`src/arinc_rx_spi_pkg.sv`:
```
// Shared constants and types for the serial command decoder of the receiver.
package arinc_rx_spi_pkg;

    // Op codes carried in the first serial byte.
    localparam logic [7:0] OP_NONE = 8'h00;
    localparam logic [7:0] OP_MASTER_RESET = 8'h01;
    localparam logic [7:0] OP_CLEAR_ALL = 8'h02;
    localparam logic [7:0] OP_SET_ALL = 8'h03;
    localparam logic [7:0] OP_CLEAR_ONE = 8'h04;
    localparam logic [7:0] OP_SET_ONE = 8'h05;
    localparam logic [7:0] OP_WRITE_TABLE = 8'h06;
    localparam logic [7:0] OP_WRITE_DIV = 8'h07;
    localparam logic [7:0] OP_READ_FIFO = 8'h08;
    localparam logic [7:0] OP_READ_CTRL = 8'h0B;
    localparam logic [7:0] OP_READ_DIV = 8'h0C;
    localparam logic [7:0] OP_READ_TABLE = 8'h0D;
    localparam logic [7:0] OP_WRITE_CTRL = 8'h10;

    // Field lengths in bits, label count and FIFO depth in words.
    localparam int OPCODE_BITS = 8;
    localparam logic [8:0] LEN_BYTE = 9'h008;
    localparam logic [8:0] LEN_CTRL = 9'h010;
    localparam logic [8:0] LEN_TABLE = 9'h100;
    localparam int WORD_BITS = 32;
    localparam int CTRL_BITS = 16;
    localparam int LABELS = 256;
    localparam int RX_FIFO_DEPTH = 32;

    // Positions of control bits used by this block.
    localparam int CTRL_CLK_SOURCE_SELECT = 1;
    localparam int CTRL_LABEL_RECOGNITION = 2;
    localparam int CTRL_FLAG_POLARITY_SELECT = 15;

    // Values after reset.
    localparam logic [15:0] CTRL_RESET = 16'h0000;
    localparam logic [7:0] DIV_RESET = 8'h01;
    localparam logic [255:0] LABEL_RESET = '0;

    // Legal divide values for the timing clock.
    localparam logic [7:0] DIV_1 = 8'h01;
    localparam logic [7:0] DIV_2 = 8'h02;
    localparam logic [7:0] DIV_4 = 8'h04;
    localparam logic [7:0] DIV_8 = 8'h08;
    localparam logic [7:0] DIV_10 = 8'h0A;

    // Serial engine states, one-hot.
    typedef enum logic [3:0] {
        ST_IDLE = 4'b0001,
        ST_OPCODE = 4'b0010,
        ST_WRITE = 4'b0100,
        ST_READ = 4'b1000
    } spi_state_t;

endpackage

```
`src/arinc_rx_fifo.sv`:
```
// Synchronous word FIFO with valid/ready on both sides and a flush input.
`timescale 1ns/1ps
`default_nettype none
module arinc_rx_fifo #(
    parameter int WIDTH = 32,
    parameter int DEPTH = 8
) (
    // Clock and reset.
    input wire logic i_clk,
    input wire logic i_rst,
    input wire logic i_flush,
    // Filling side.
    input wire logic [WIDTH-1:0] i_data,
    input wire logic i_valid,
    output logic o_ready,
    // Draining side.
    output logic [WIDTH-1:0] o_data,
    output logic o_valid,
    input wire logic i_ready,
    // Level.
    output logic o_full,
    output logic o_empty
);
    localparam int AW = $clog2(DEPTH);

    // Storage and pointers; the extra pointer bit tells full from empty.
    logic [WIDTH-1:0] mem [DEPTH];
    logic [AW:0] wr_ptr;
    logic [AW:0] rd_ptr;
    wire push = i_valid && o_ready;
    wire pop = o_valid && i_ready;

    assign o_empty = (wr_ptr == rd_ptr);
    assign o_full = (wr_ptr[AW-1:0] == rd_ptr[AW-1:0]) && (wr_ptr[AW] != rd_ptr[AW]);
    assign o_ready = !o_full;
    assign o_valid = !o_empty;
    assign o_data = mem[rd_ptr[AW-1:0]];

    // Pointer update; a flush discards everything held.
    always_ff @(posedge i_clk or posedge i_rst) begin
        if (i_rst) begin
            wr_ptr <= '0;
            rd_ptr <= '0;
        end else if (i_flush) begin
            wr_ptr <= '0;
            rd_ptr <= '0;
        end else begin
            if (push) begin
                wr_ptr <= wr_ptr + 1'b1;
            end
            if (pop) begin
                rd_ptr <= rd_ptr + 1'b1;
            end
        end
    end

    // Storage write; no reset is needed on the array.
    always_ff @(posedge i_clk) begin
        if (push) begin
            mem[wr_ptr[AW-1:0]] <= i_data;
        end
    end
endmodule
`default_nettype wire

```
`src/arinc_rx_spi_command_decoder.sv`:
```
// Serial command decoder, label table, clock divider and receive FIFO of the receiver.
// Operation
// - Master reset pulse empties FIFO, clears flags.
// - Shifting happens only while chip select low.
// - Flag shows empty or full per polarity.
// - Eight opcode bits, MSB first, rising edges.
// - Write data follows opcode directly, MSB first.
// - Control write 16 bits, table 256 bits.
// - Read MSB out at next falling edge.
// - Set and reset act at final bit.
// - Opcode 00 does nothing.
// - Opcode 01 acts as master reset.
// - Opcode 02 clears every label entry.
// - Opcode 03 sets every label entry.
// - Opcode 04 clears one addressed label.
// - Opcode 05 sets one addressed label.
// - Opcode 06 writes all labels from FF down.
// - Opcode 07 divide; bad values stop clock.
// - Source select picks divided timing clock.
// - Independent enable for each of 256 labels.
// - FIFO holds 32 words of 32 bits.
// - Bit timing comes from 1 MHz enable.
// - Opcode 08 reads FIFO word or zeros.
// - Opcode 0C reads back divide value.
// - Opcode 10 writes, 0B reads control.
// - Opcode 0D reads labels from FF down.
`timescale 1ns/1ps
`default_nettype none
module arinc_rx_spi_command_decoder
    import arinc_rx_spi_pkg::*;
#(
    parameter int FIFO_DEPTH = RX_FIFO_DEPTH
) (
    // Clock and reset.
    input wire logic I_CLK_SYS,
    input wire logic I_RST,
    // Pins from the host.
    input wire logic I_MASTER_RESET_IN,
    input wire logic I_SPI_CS_N,
    input wire logic I_SPI_SCK,
    input wire logic I_SPI_SI,
    input wire logic I_ACLK,
    // Pins to the host.
    output logic O_SPI_SO,
    output logic O_FIFO_LEVEL_FLAG,
    // Received words from the bit decoder.
    input wire logic [31:0] I_RX_WORD,
    input wire logic I_RX_VALID,
    output logic O_RX_READY,
    // Label lookup for the bit decoder.
    input wire logic [7:0] I_RX_LABEL,
    output logic O_LABEL_ACCEPT,
    // Configuration and timing to the bit decoder.
    output logic [15:0] O_CONTROL_WORD,
    output logic O_ARINC_CLK_EN
);
    ////////////////////////////////////////////////////////////////////////////////
    // Pin synchronisers.

    logic [1:0] cs_sync; // Chip select, idles high.
    logic [1:0] sck_sync; // Serial clock.
    logic [1:0] si_sync; // Serial data in.
    logic [1:0] mr_sync; // Master reset pin.
    logic [1:0] aclk_sync; // Timing clock pin.
    logic sck_prev; // Last synchronised serial clock level.
    logic aclk_prev; // Last synchronised timing clock level.

    // Two flip-flops per pin; only the second stage is read by logic.
    always_ff @(posedge I_CLK_SYS or posedge I_RST) begin
        if (I_RST) begin
            cs_sync <= 2'b11;
            sck_sync <= 2'b00;
            si_sync <= 2'b00;
            mr_sync <= 2'b00;
            aclk_sync <= 2'b00;
            sck_prev <= 1'b0;
            aclk_prev <= 1'b0;
        end else begin
            cs_sync <= {cs_sync[0], I_SPI_CS_N};
            sck_sync <= {sck_sync[0], I_SPI_SCK};
            si_sync <= {si_sync[0], I_SPI_SI};
            mr_sync <= {mr_sync[0], I_MASTER_RESET_IN};
            aclk_sync <= {aclk_sync[0], I_ACLK};
            sck_prev <= sck_sync[1];
            aclk_prev <= aclk_sync[1];
        end
    end

    wire cs_n = cs_sync[1]; // Chip select after synchronisation.
    wire si = si_sync[1]; // Serial data after synchronisation.
    wire mr = mr_sync[1]; // Master reset after synchronisation.
    wire sck_rise = sck_sync[1] && !sck_prev; // Serial clock rising edge.
    wire sck_fall = !sck_sync[1] && sck_prev; // Serial clock falling edge.
    wire aclk_rise = aclk_sync[1] && !aclk_prev; // Timing clock rising edge.

    ////////////////////////////////////////////////////////////////////////////////
    // Serial engine state and decode.

    spi_state_t state; // Engine state.
    logic [7:0] opcode; // Op code bits received so far.
    logic [8:0] bit_cnt; // Bits counted in the current field.
    logic [8:0] wr_len; // Length of the pending write field.
    logic [255:0] shreg; // Shared shift register for reads and writes.
    logic [15:0] ctrl; // Control register.
    logic [7:0] div_val; // Timing clock divide value.
    logic [255:0] label_en; // Label enable table, bit n is label n.

    // Op code as it stands once the current bit is shifted in.
    wire [7:0] next_opcode = {opcode[6:0], si};
    // Eighth op code bit taken on this edge.
    wire op_done = !cs_n && (state == ST_OPCODE) && sck_rise && (bit_cnt == 9'(OPCODE_BITS - 1));
    // Last bit of a write field taken on this edge.
    wire wr_done = !cs_n && (state == ST_WRITE) && sck_rise && (bit_cnt == wr_len - 9'h001);
    // Write field this op code takes, zero when none.
    wire [8:0] next_wr_len =
        (next_opcode == OP_CLEAR_ONE || next_opcode == OP_SET_ONE ||
         next_opcode == OP_WRITE_DIV) ? LEN_BYTE :
        (next_opcode == OP_WRITE_CTRL) ? LEN_CTRL :
        (next_opcode == OP_WRITE_TABLE) ? LEN_TABLE : 9'h000;
    // Read op codes.
    wire is_read = (next_opcode == OP_READ_FIFO) || (next_opcode == OP_READ_CTRL) ||
        (next_opcode == OP_READ_DIV) || (next_opcode == OP_READ_TABLE);

    // FIFO side signals.
    logic [31:0] fifo_data; // Head word of the FIFO.
    logic fifo_valid; // FIFO holds a word.
    logic fifo_full; // FIFO full.
    logic fifo_empty; // FIFO empty.

    // Read data, most significant bit at the top of the shift register.
    wire [31:0] fifo_word = fifo_valid ? fifo_data : 32'h0000_0000;
    wire [255:0] read_val =
        (next_opcode == OP_READ_FIFO) ? {fifo_word, 224'h0} :
        (next_opcode == OP_READ_CTRL) ? {ctrl, 240'h0} :
        (next_opcode == OP_READ_DIV) ? {div_val, 248'h0} :
        label_en;

    // Instruction actions.
    wire do_master_reset = op_done && (next_opcode == OP_MASTER_RESET);
    wire do_clear_all = op_done && (next_opcode == OP_CLEAR_ALL);
    wire do_set_all = op_done && (next_opcode == OP_SET_ALL);
    wire do_pop = op_done && (next_opcode == OP_READ_FIFO) && fifo_valid;
    wire [255:0] wr_field = {shreg[254:0], si}; // Write field including its last bit.
    wire fifo_flush = mr || do_master_reset;

    ////////////////////////////////////////////////////////////////////////////////
    // Serial engine.

    // The engine runs only while chip select is low; a rise returns it to idle
    // and an unfinished op code or write field is dropped without effect.
    always_ff @(posedge I_CLK_SYS or posedge I_RST) begin
        if (I_RST) begin
            state <= ST_IDLE;
            opcode <= 8'h00;
            bit_cnt <= 9'h000;
            wr_len <= 9'h000;
        end else if (cs_n) begin
            state <= ST_IDLE;
        end else begin
            unique case (state)
                ST_IDLE: begin
                    // Chip select has fallen; wait for the first op code bit.
                    state <= ST_OPCODE;
                    bit_cnt <= 9'h000;
                end
                ST_OPCODE: begin
                    if (sck_rise) begin
                        opcode <= next_opcode;
                        bit_cnt <= bit_cnt + 9'h001;
                        if (op_done) begin
                            bit_cnt <= 9'h000;
                            wr_len <= next_wr_len;
                            // Unimplemented codes, op code 00 among them, just idle on.
                            if (next_wr_len != 9'h000) begin
                                state <= ST_WRITE;
                            end else if (is_read) begin
                                state <= ST_READ;
                            end else begin
                                state <= ST_IDLE;
                            end
                        end
                    end
                end
                ST_WRITE: begin
                    if (sck_rise) begin
                        bit_cnt <= bit_cnt + 9'h001;
                        if (wr_done) begin
                            state <= ST_IDLE;
                        end
                    end
                end
                ST_READ: begin
                    // Reads end when chip select rises.
                    state <= ST_READ;
                end
            endcase
        end
    end

    // Shift register: loads read data after the op code, shifts out on falling
    // edges while reading and shifts in on rising edges while writing.
    always_ff @(posedge I_CLK_SYS or posedge I_RST) begin
        if (I_RST) begin
            shreg <= '0;
            O_SPI_SO <= 1'b0;
        end else if (cs_n) begin
            O_SPI_SO <= 1'b0;
        end else if (op_done && is_read) begin
            shreg <= read_val;
        end else if (state == ST_READ && sck_fall) begin
            O_SPI_SO <= shreg[255];
            shreg <= {shreg[254:0], 1'b0};
        end else if (state == ST_WRITE && sck_rise) begin
            shreg <= wr_field;
        end
    end

    ////////////////////////////////////////////////////////////////////////////////
    // Registers set by instructions.

    // Control word and divide value change only when their field completes.
    always_ff @(posedge I_CLK_SYS or posedge I_RST) begin
        if (I_RST) begin
            ctrl <= CTRL_RESET;
            div_val <= DIV_RESET;
        end else if (wr_done) begin
            if (opcode == OP_WRITE_CTRL) begin
                ctrl <= wr_field[15:0];
            end
            if (opcode == OP_WRITE_DIV) begin
                div_val <= wr_field[7:0];
            end
        end
    end

    // Label table; clear-all and set-all codes act right after the eighth op code bit.
    always_ff @(posedge I_CLK_SYS or posedge I_RST) begin
        if (I_RST) begin
            label_en <= LABEL_RESET;
        end else if (do_clear_all) begin
            label_en <= '0;
        end else if (do_set_all) begin
            label_en <= '1;
        end else if (wr_done && opcode == OP_CLEAR_ONE) begin
            label_en[wr_field[7:0]] <= 1'b0;
        end else if (wr_done && opcode == OP_SET_ONE) begin
            label_en[wr_field[7:0]] <= 1'b1;
        end else if (wr_done && opcode == OP_WRITE_TABLE) begin
            label_en <= wr_field;
        end
    end

    ////////////////////////////////////////////////////////////////////////////////
    // Timing clock divider.

    logic [7:0] div_cnt; // Timing clock edges counted toward one tick.
    wire div_valid = (div_val == DIV_1) || (div_val == DIV_2) || (div_val == DIV_4) ||
        (div_val == DIV_8) || (div_val == DIV_10);
    wire div_tick = div_valid && aclk_rise && (div_cnt == div_val - 8'h01);
    wire ctrl_src = ctrl[CTRL_CLK_SOURCE_SELECT];
    wire next_clk_en = ctrl_src ? div_tick : aclk_rise;

    // Count timing clock edges; an illegal value holds the counter at zero.
    always_ff @(posedge I_CLK_SYS or posedge I_RST) begin
        if (I_RST) begin
            div_cnt <= 8'h00;
        end else if (!div_valid || div_tick) begin
            div_cnt <= 8'h00;
        end else if (aclk_rise) begin
            div_cnt <= div_cnt + 8'h01;
        end
    end

    ////////////////////////////////////////////////////////////////////////////////
    // Receive FIFO and registered outputs.

    // Depth set for 32 words of 32 bits.
    arinc_rx_fifo #(
        .WIDTH(WORD_BITS),
        .DEPTH(FIFO_DEPTH)
    ) u_fifo (
        .i_clk(I_CLK_SYS),
        .i_rst(I_RST),
        .i_flush(fifo_flush),
        .i_data(I_RX_WORD),
        .i_valid(I_RX_VALID),
        .o_ready(),
        .o_data(fifo_data),
        .o_valid(fifo_valid),
        .i_ready(do_pop),
        .o_full(fifo_full),
        .o_empty(fifo_empty)
    );

    // Outputs are all registered; the ready tracks the FIFO one cycle late, so
    // the source must only push when it also sees ready, and full refuses.
    wire next_flag = ctrl[CTRL_FLAG_POLARITY_SELECT] ? fifo_full : fifo_empty;
    wire next_accept = !ctrl[CTRL_LABEL_RECOGNITION] || label_en[I_RX_LABEL];
    always_ff @(posedge I_CLK_SYS or posedge I_RST) begin
        if (I_RST) begin
            O_FIFO_LEVEL_FLAG <= 1'b0;
            O_RX_READY <= 1'b0;
            O_LABEL_ACCEPT <= 1'b0;
            O_CONTROL_WORD <= CTRL_RESET;
            O_ARINC_CLK_EN <= 1'b0;
        end else begin
            O_FIFO_LEVEL_FLAG <= next_flag;
            O_RX_READY <= !fifo_full && !fifo_flush;
            O_LABEL_ACCEPT <= next_accept;
            O_CONTROL_WORD <= ctrl;
            O_ARINC_CLK_EN <= next_clk_en;
        end
    end
endmodule
`default_nettype wire

```
`config.mk`:
```
export PLATFORM = sky130hd
export DESIGN_NAME = arinc_rx_spi_command_decoder
export DESIGN_NICKNAME = d
export VERILOG_FILES = /design/src/arinc_rx_spi_pkg.sv /design/src/arinc_rx_fifo.sv /design/src/arinc_rx_spi_command_decoder.sv
export SDC_FILE = /design/constraint.sdc
export NUM_CORES = 2
export LEC_CHECK = 0
export ABC_AREA = 0
export BUFFER_PORTS_ARGS = -buffer_cell sky130_fd_sc_hd__buf_2
export CAP_MARGIN = 20
export CORE_MARGIN = 2
export CORE_UTILIZATION = 55
export DETAILED_ROUTE_END_ITERATION = 7
export GPL_TIMING_DRIVEN = 0
export PLACE_DENSITY = 0.71
export SLEW_MARGIN = 25
export SYNTH_ARGS = -nofsm -noshare
export SYNTH_HDL_FRONTEND = slang
export SYNTH_SLANG_ARGS = --single-unit
export TNS_END_PERCENT = 5
```
`constraint.sdc`:
```
create_clock -name I_CLK_SYS -period 23.2 [get_ports I_CLK_SYS]
set_clock_uncertainty 0.15 [all_clocks]
set_input_delay 1.16 -clock I_CLK_SYS [delete_from_list [all_inputs] [get_ports I_CLK_SYS]]
set_output_delay 1.16 -clock I_CLK_SYS [all_outputs]
set_load 0.01 [all_outputs]
```
Word-level counts from Yosys, hierarchy flattened. Memory sizes are Yosys's and may differ from the RTL's. Index checks and enable logic that the tools add are counted.

Latch bits: 0. Bits in read-only memories: 0. Output and inout port bits: 21. Logic and storage cells: 185. Memories kept: 1. Input port bits: 48. RAM bits: 1024. Bits in registers: 619.

Multiply operators: 0. Reductions and logical operators: 64. Shifts and indexed selects: 0. Add/sub/neg operators: 6. Muxes and demuxes: 44. $lt $le $gt $ge: 3. Equal/unequal tests: 39. Div/mod/pow operators: 0. Bitwise operators: 4.

Memories: u_fifo.mem (depth 32, width 32, read ports 1, clocked after Yosys merged registers in 0, write ports 1, RTL line arinc_rx_fifo.sv:27) `logic [WIDTH-1:0] mem [DEPTH];`.

Operators with widths (count): 256-bit 2-to-1 mux (11); 256-bit AND (1); 256-bit NOT (1); 256-bit bitwise OR (1); 8-bit by 3-bit equality test with 1-bit output (second input constant) (9); 9-bit 2-to-1 mux (6); 8-bit by 4-bit equality test with 1-bit output (second input constant) (6); 32-bit 2-to-1 mux (1); 4-bit 2-to-1 mux (7); 1-bit logical AND (27); 9-bit one-hot mux with 3 select lines (1); 8-bit by 2-bit equality test with 1-bit output (second input constant) (3); 6-bit 2-to-1 mux (4); 8-bit by 9-bit less-than comparator with 1-bit output (second input constant) (2); 8-bit by 1-bit equality test with 1-bit output (second input constant) (2); 8-bit by 5-bit equality test with 1-bit output (second input constant) (2); 8-bit 2-to-1 mux (2); 4-bit one-hot mux with 4 select lines (1); 6-bit by 1-bit adder with 6-bit output (second input constant) (2); 1-bit logical OR (12); 3-bit != test (second input constant) (4); 4-bit AND reduction (3); 9-bit by 1-bit adder with 9-bit output (second input constant) (1); 9-bit by 3-bit equality test with 1-bit output (second input constant) (1); 25 further kinds (50).

Depth between registers and ports, before layout.
Word-level depth: 10. Depth in mapped cells: 11. Depth with buffers taken out: 8.

Cells and area by module. From an unflattened synthesis, not the netlist that was laid out.

Cells, all modules: 6333. Area total of the unflattened synthesis: 76180.6 sq um.

Modules (own cells, without submodules): arinc_rx_fifo (instances 1, cells each 2248, area an instance 40377.5 sq um, sequential area each 31049.8 sq um); arinc_rx_spi_command_decoder (instances 1, cells each 4085, area an instance 35803.1 sq um, sequential area each 15044.4 sq um).

Worst setup path after synthesis. OpenSTA, ideal clock, no wires.

Kind: input -> register. From: input I_RX_VALID. To: memory u_fifo.mem[23][0], enable pin. Setup slack: 19.264 ns. Stages: 4. Arrival: 3.365 ns. Path through: inv_1 -> a31oi_1 -> nand2_1 -> nor2_1.

Longest elaborated chain between the ends: 3.

Ends and longest elaborated chain: start, declared (RTL line arinc_rx_spi_command_decoder.sv:48) `input wire logic I_RX_VALID,`; 1-bit logical AND (RTL line arinc_rx_fifo.sv:30) `wire push = i_valid && o_ready;`; 1-bit 2-to-1 mux (RTL line arinc_rx_fifo.sv:59) `if (push) begin`; 1-bit 2-to-1 mux (implied by the code) (RTL line arinc_rx_fifo.sv:60) `mem[wr_ptr[AW-1:0]] <= i_data;`; end, declared (RTL line arinc_rx_fifo.sv:27).

Every way passes these cells.

Final worst setup path.
From: input I_RX_LABEL[1]. To: register O_LABEL_ACCEPT.

Longest elaborated chain between the ends: 3.

Ends and longest elaborated chain: start, declared (RTL line arinc_rx_spi_command_decoder.sv:51) `input wire logic [7:0] I_RX_LABEL,`; 1-bit binary-select mux with 8-bit select (RTL line arinc_rx_spi_command_decoder.sv:298) `wire next_accept = !ctrl[CTRL_LABEL_RECOGNITION] || label_en[I_RX_LABEL];`; 1-bit 2-to-1 mux (implied by the code) (RTL line arinc_rx_spi_command_decoder.sv:298); 1-bit logical OR (RTL line arinc_rx_spi_command_decoder.sv:298); via next_accept (RTL line arinc_rx_spi_command_decoder.sv:298); end signal, assigned (RTL line arinc_rx_spi_command_decoder.sv:309) `O_LABEL_ACCEPT <= next_accept;`; end, declared (RTL line arinc_rx_spi_command_decoder.sv:52) `output logic O_LABEL_ACCEPT,`.

The timed path passes the listed nets, and every way through them passes these cells. The select of a mux whose other input is x is not followed. A chain may end at the register's enable or synchronous reset.

==> impl_metrics.yaml <==
sta:
  final-max-slew-violation-count: 0
  fmax_mhz: 203
  finalSetupViolations: 0
  min_period_ns: 4.92
  tightest_slew_ns: 1.32
  grt_setup_unrepaired: "no"
  hold_violations: 0
  period_share: 0.212
  hold_ws_ns: 0.199
  slew_headroom: 0.121
die:
  die_y_um: 372
  die_w_um: 372
  initial_core_util: 0.553
  std_cell_rows: 135
  coreArea_um2: 135000
  dieArea_um2: 139000
  pin_count: 69
placement:
  portBuffers: 66
  hpwlAfterDp_um: 160000
  globalplace.congestion: 0.962
  postPlaceCellArea_um2: 79000
cells_and_area:
  num-nets-final: 6087
  area_growth_pct: 13.3
  fill_cells: 10000
  seq_area_um2: 46100
  design_area_um2: 84500
  multi_input_area_um2: 25700
  drive_above_1_share: 0.160
global_routing:
  grt_usage: 0.351
  grt_max_degree: 92
  grt_pass1_wl_um: 355000
  globalRouteOverflowTotal: 0
  grt_antenna_before_repair: 6
  grt_pass1_vias: 53100
clock_tree:
  cts_tree: "built"
  clock-sinks: 1637
  cts_hold_buffers: 0
  htreeDepth: 4
  cts-root-buf: "clkbuf_16"
  cts_buffer_depth: 3
  clkLatencyLatePin_ns: 0.83
  cts_resized: 0
  cts-buffers-inserted: 168
  path_clk_slew_ns: 0.06
  cts_setup_buffers: 0
drt:
  firstDrtPassIters: 8
  drt-wirelength-per-cell_um: 30.7
  drt-total-wl_um: 244000
  first_iter_violations: 8179
  vias: 54200
  drcViolationCount: 15
  vias_per_cell: 6.81
  ant_nets: 0
synth:
  synth-edff-count: 1024
  synth_mux_area_frac: 0.140
  synth_top_flop_cell: "edfxtp_1"
  synth_cells: 5725
  synthAdderAreaFrac: 0.00185
  synth_nets: 5784
  synth_seq_cells: 1637
  netlist_area_um2: 74600
  yosys.area_share.simple: 0.0584
  synth.distinct_cells: 80
  ys_seq_area_frac: 0.618
  async_flop_share: 0.374
  synthXorXnorAreaFrac: 0.00470
  synth_top_family_by_area: "multiplexers"
  yosys_warnings: 0
  postSynthAreaPerCell_um2: 13.0
  synth_compound_area_frac: 0.135
critical_path:
  required_ns: 23.68
  end_kind: "flip-flop"
  crit_top_cell: "buf_2"
  crit_family: "buffers and inverters"
  path_max_fanout: 10
  startpoint_type: "input port"
  path_cells: "clkbuf_1 > buf_2 > buf_2 > mux4_2 > a221oi_1 > o21ai_0 > a2111oi_1 > o221ai_1"
  cp_num_buf_inv: 3
  crit_type: "in -> reg"
  worstPathArrival_ns: 5.39
  slowest_delay_ns: 0.95
  cpMaxStageDelayCell: "a2111oi_1"
run:
  drv_cap: 0
power_and_ir_drop:
  peakVddDrop_mv: 0.108
  p_total_mw: 6.08
  power_density_nw_per_um2: 71.9
  leakage_nw: 29.5
run_status:
  violations: "DRC"
  status: "finished with violations"
worst_hold_path:
  min_path_type: "reg -> reg"
cell usage after synthesis (all sizes together), types with 47 or more instances:
cell type  count  area (µm²)
nor2         611        2290
a21oi        771        3860
o21ai         82         410
mux4         224        5040
nand2         84         318
edfxtp      1024       30700
mux2          47         529
o211ai       260        1950
clkbuf       247         928
inv          256         961
dfrtp        609       15200
nand3         80         405
a221oi        96         841
mux2i        489        4890
buf          218        1210
a22oi        299        2240
registers in the layout, summed over array words and instances, names as in the netlist, 3 cells and up:
| register | flops |
|---|---|
| wr_len | 3 |
| bit_cnt | 9 |
| O_CONTROL_WORD | 16 |
| opcode | 8 |
| label_en | 256 |
| state | 4 |
| u_fifo.rd_ptr | 6 |
| shreg | 256 |
| u_fifo.mem | 1024 |
| ctrl | 16 |
| u_fifo.wr_ptr | 6 |
| div_val | 8 |
| div_cnt | 8 |
layer usage:
metal / vias up / global-route usage / part of all wire
met5: - / 0 / 0.00011
met4: 4 / 0.206 / 0.068
met3: 916 / 0.0862 / 0.11
met2: 3830 / 0.547 / 0.46
met1: 27000 / 0.450 / 0.36
li1: 22400 / - / -
final cells by class:
| type | instances | share of cell area |
|---|---|---|
| plain buffers | 465 | 0.0260 |
| multi-input cells | 3366 | 0.304 |
| well taps | 1781 | 0.0264 |
| flip-flops and latches | 1637 | 0.545 |
| clock inverters | 88 | 0.0105 |
| repair buffers | 133 | 0.0208 |
| clock buffers | 224 | 0.0550 |
| diodes | 5 | 0.000148 |
| inverters | 257 | 0.0115 |
worst register-to-register path: stages (launching register included):
cell and delay, ns:
dfrtp_1 0.48, clkbuf_1 0.51, buf_2 0.44, buf_1 0.82
clkbuf_1 0.71, mux4_2 0.46, a22oi_1 0.18, nand3_1 0.35
nand3_1 0.47, a31oi_1 0.14
power breakdown:
group	switching [mW]	internal (mW)
combinational	0.162	0.0575
sequential	0.0164	3.13
clock	1.19	1.52
metrics by stage:
stage          std cells  setup slack (ns)  TNS [ns]   util
3_3_place_gp        7572             -2.92  -1713.39  0.572
5_1_grt             7952             18.30         0  0.626
3_5_place_dp        7639             17.69         0  0.585
4_1_cts             7951             18.47         0  0.626
6_report            7956             18.28         0  0.626
2_1_floorplan       5725              4.73         0      -
worst paths after layout:
kind	to	slack, ns	cells past startpoint	startpoint
min in group asynchronous	label_en[192]	0.21	2	I_RST
min reg2reg	aclk_sync[1]	0.20	0	aclk_sync[0]
max in group asynchronous	shreg[103]	21.03	5	I_RST
max	O_LABEL_ACCEPT	18.28	8	I_RX_LABEL[1]
min	aclk_sync[1]	0.20	0	aclk_sync[0]
max reg2reg	shreg[238]	18.32	9	u_fifo.rd_ptr[1]
kinds of logic (layout without fill, tap and decap cells):
kind of cell               Yosys count  in the layout
and+or+nand+nor                    946            946
adders and majority gates           11             11
buffers and inverters              722           1167
DFF                               1637           1637
AOI/OAI and AO/OA                 1609           1609
xor gates and xnor gates            40             40
muxes                              760            760
other                                0              5
placed cells by master, fill, tap and decap left out, types with 18 or more instances in the layout:
| cell | count |
|---|---|
| xor2_1 | 22 |
| xnor2_1 | 18 |
| clkbuf_2 | 36 |
| a22oi_1 | 299 |
| nand3_1 | 79 |
| nand2b_1 | 34 |
| nor2_4 | 31 |
| buf_4 | 41 |
| edfxtp_1 | 1024 |
| mux4_2 | 224 |
| dfrtp_1 | 609 |
| a221oi_1 | 96 |
| a31oi_1 | 28 |
| o21ai_0 | 79 |
| clkbuf_1 | 247 |
| mux2_2 | 47 |
| buf_16 | 31 |
| buf_12 | 20 |
| clkinv_2 | 34 |
| mux2i_1 | 489 |
| nor2b_1 | 18 |
| buf_2 | 233 |
| nor2_1 | 571 |
| nand2_1 | 83 |
| inv_1 | 254 |
| clkinv_1 | 31 |
| clkbuf_16 | 171 |
| o211ai_1 | 260 |
| a21oi_1 | 771 |
Power figures use the tool's default switching activity.
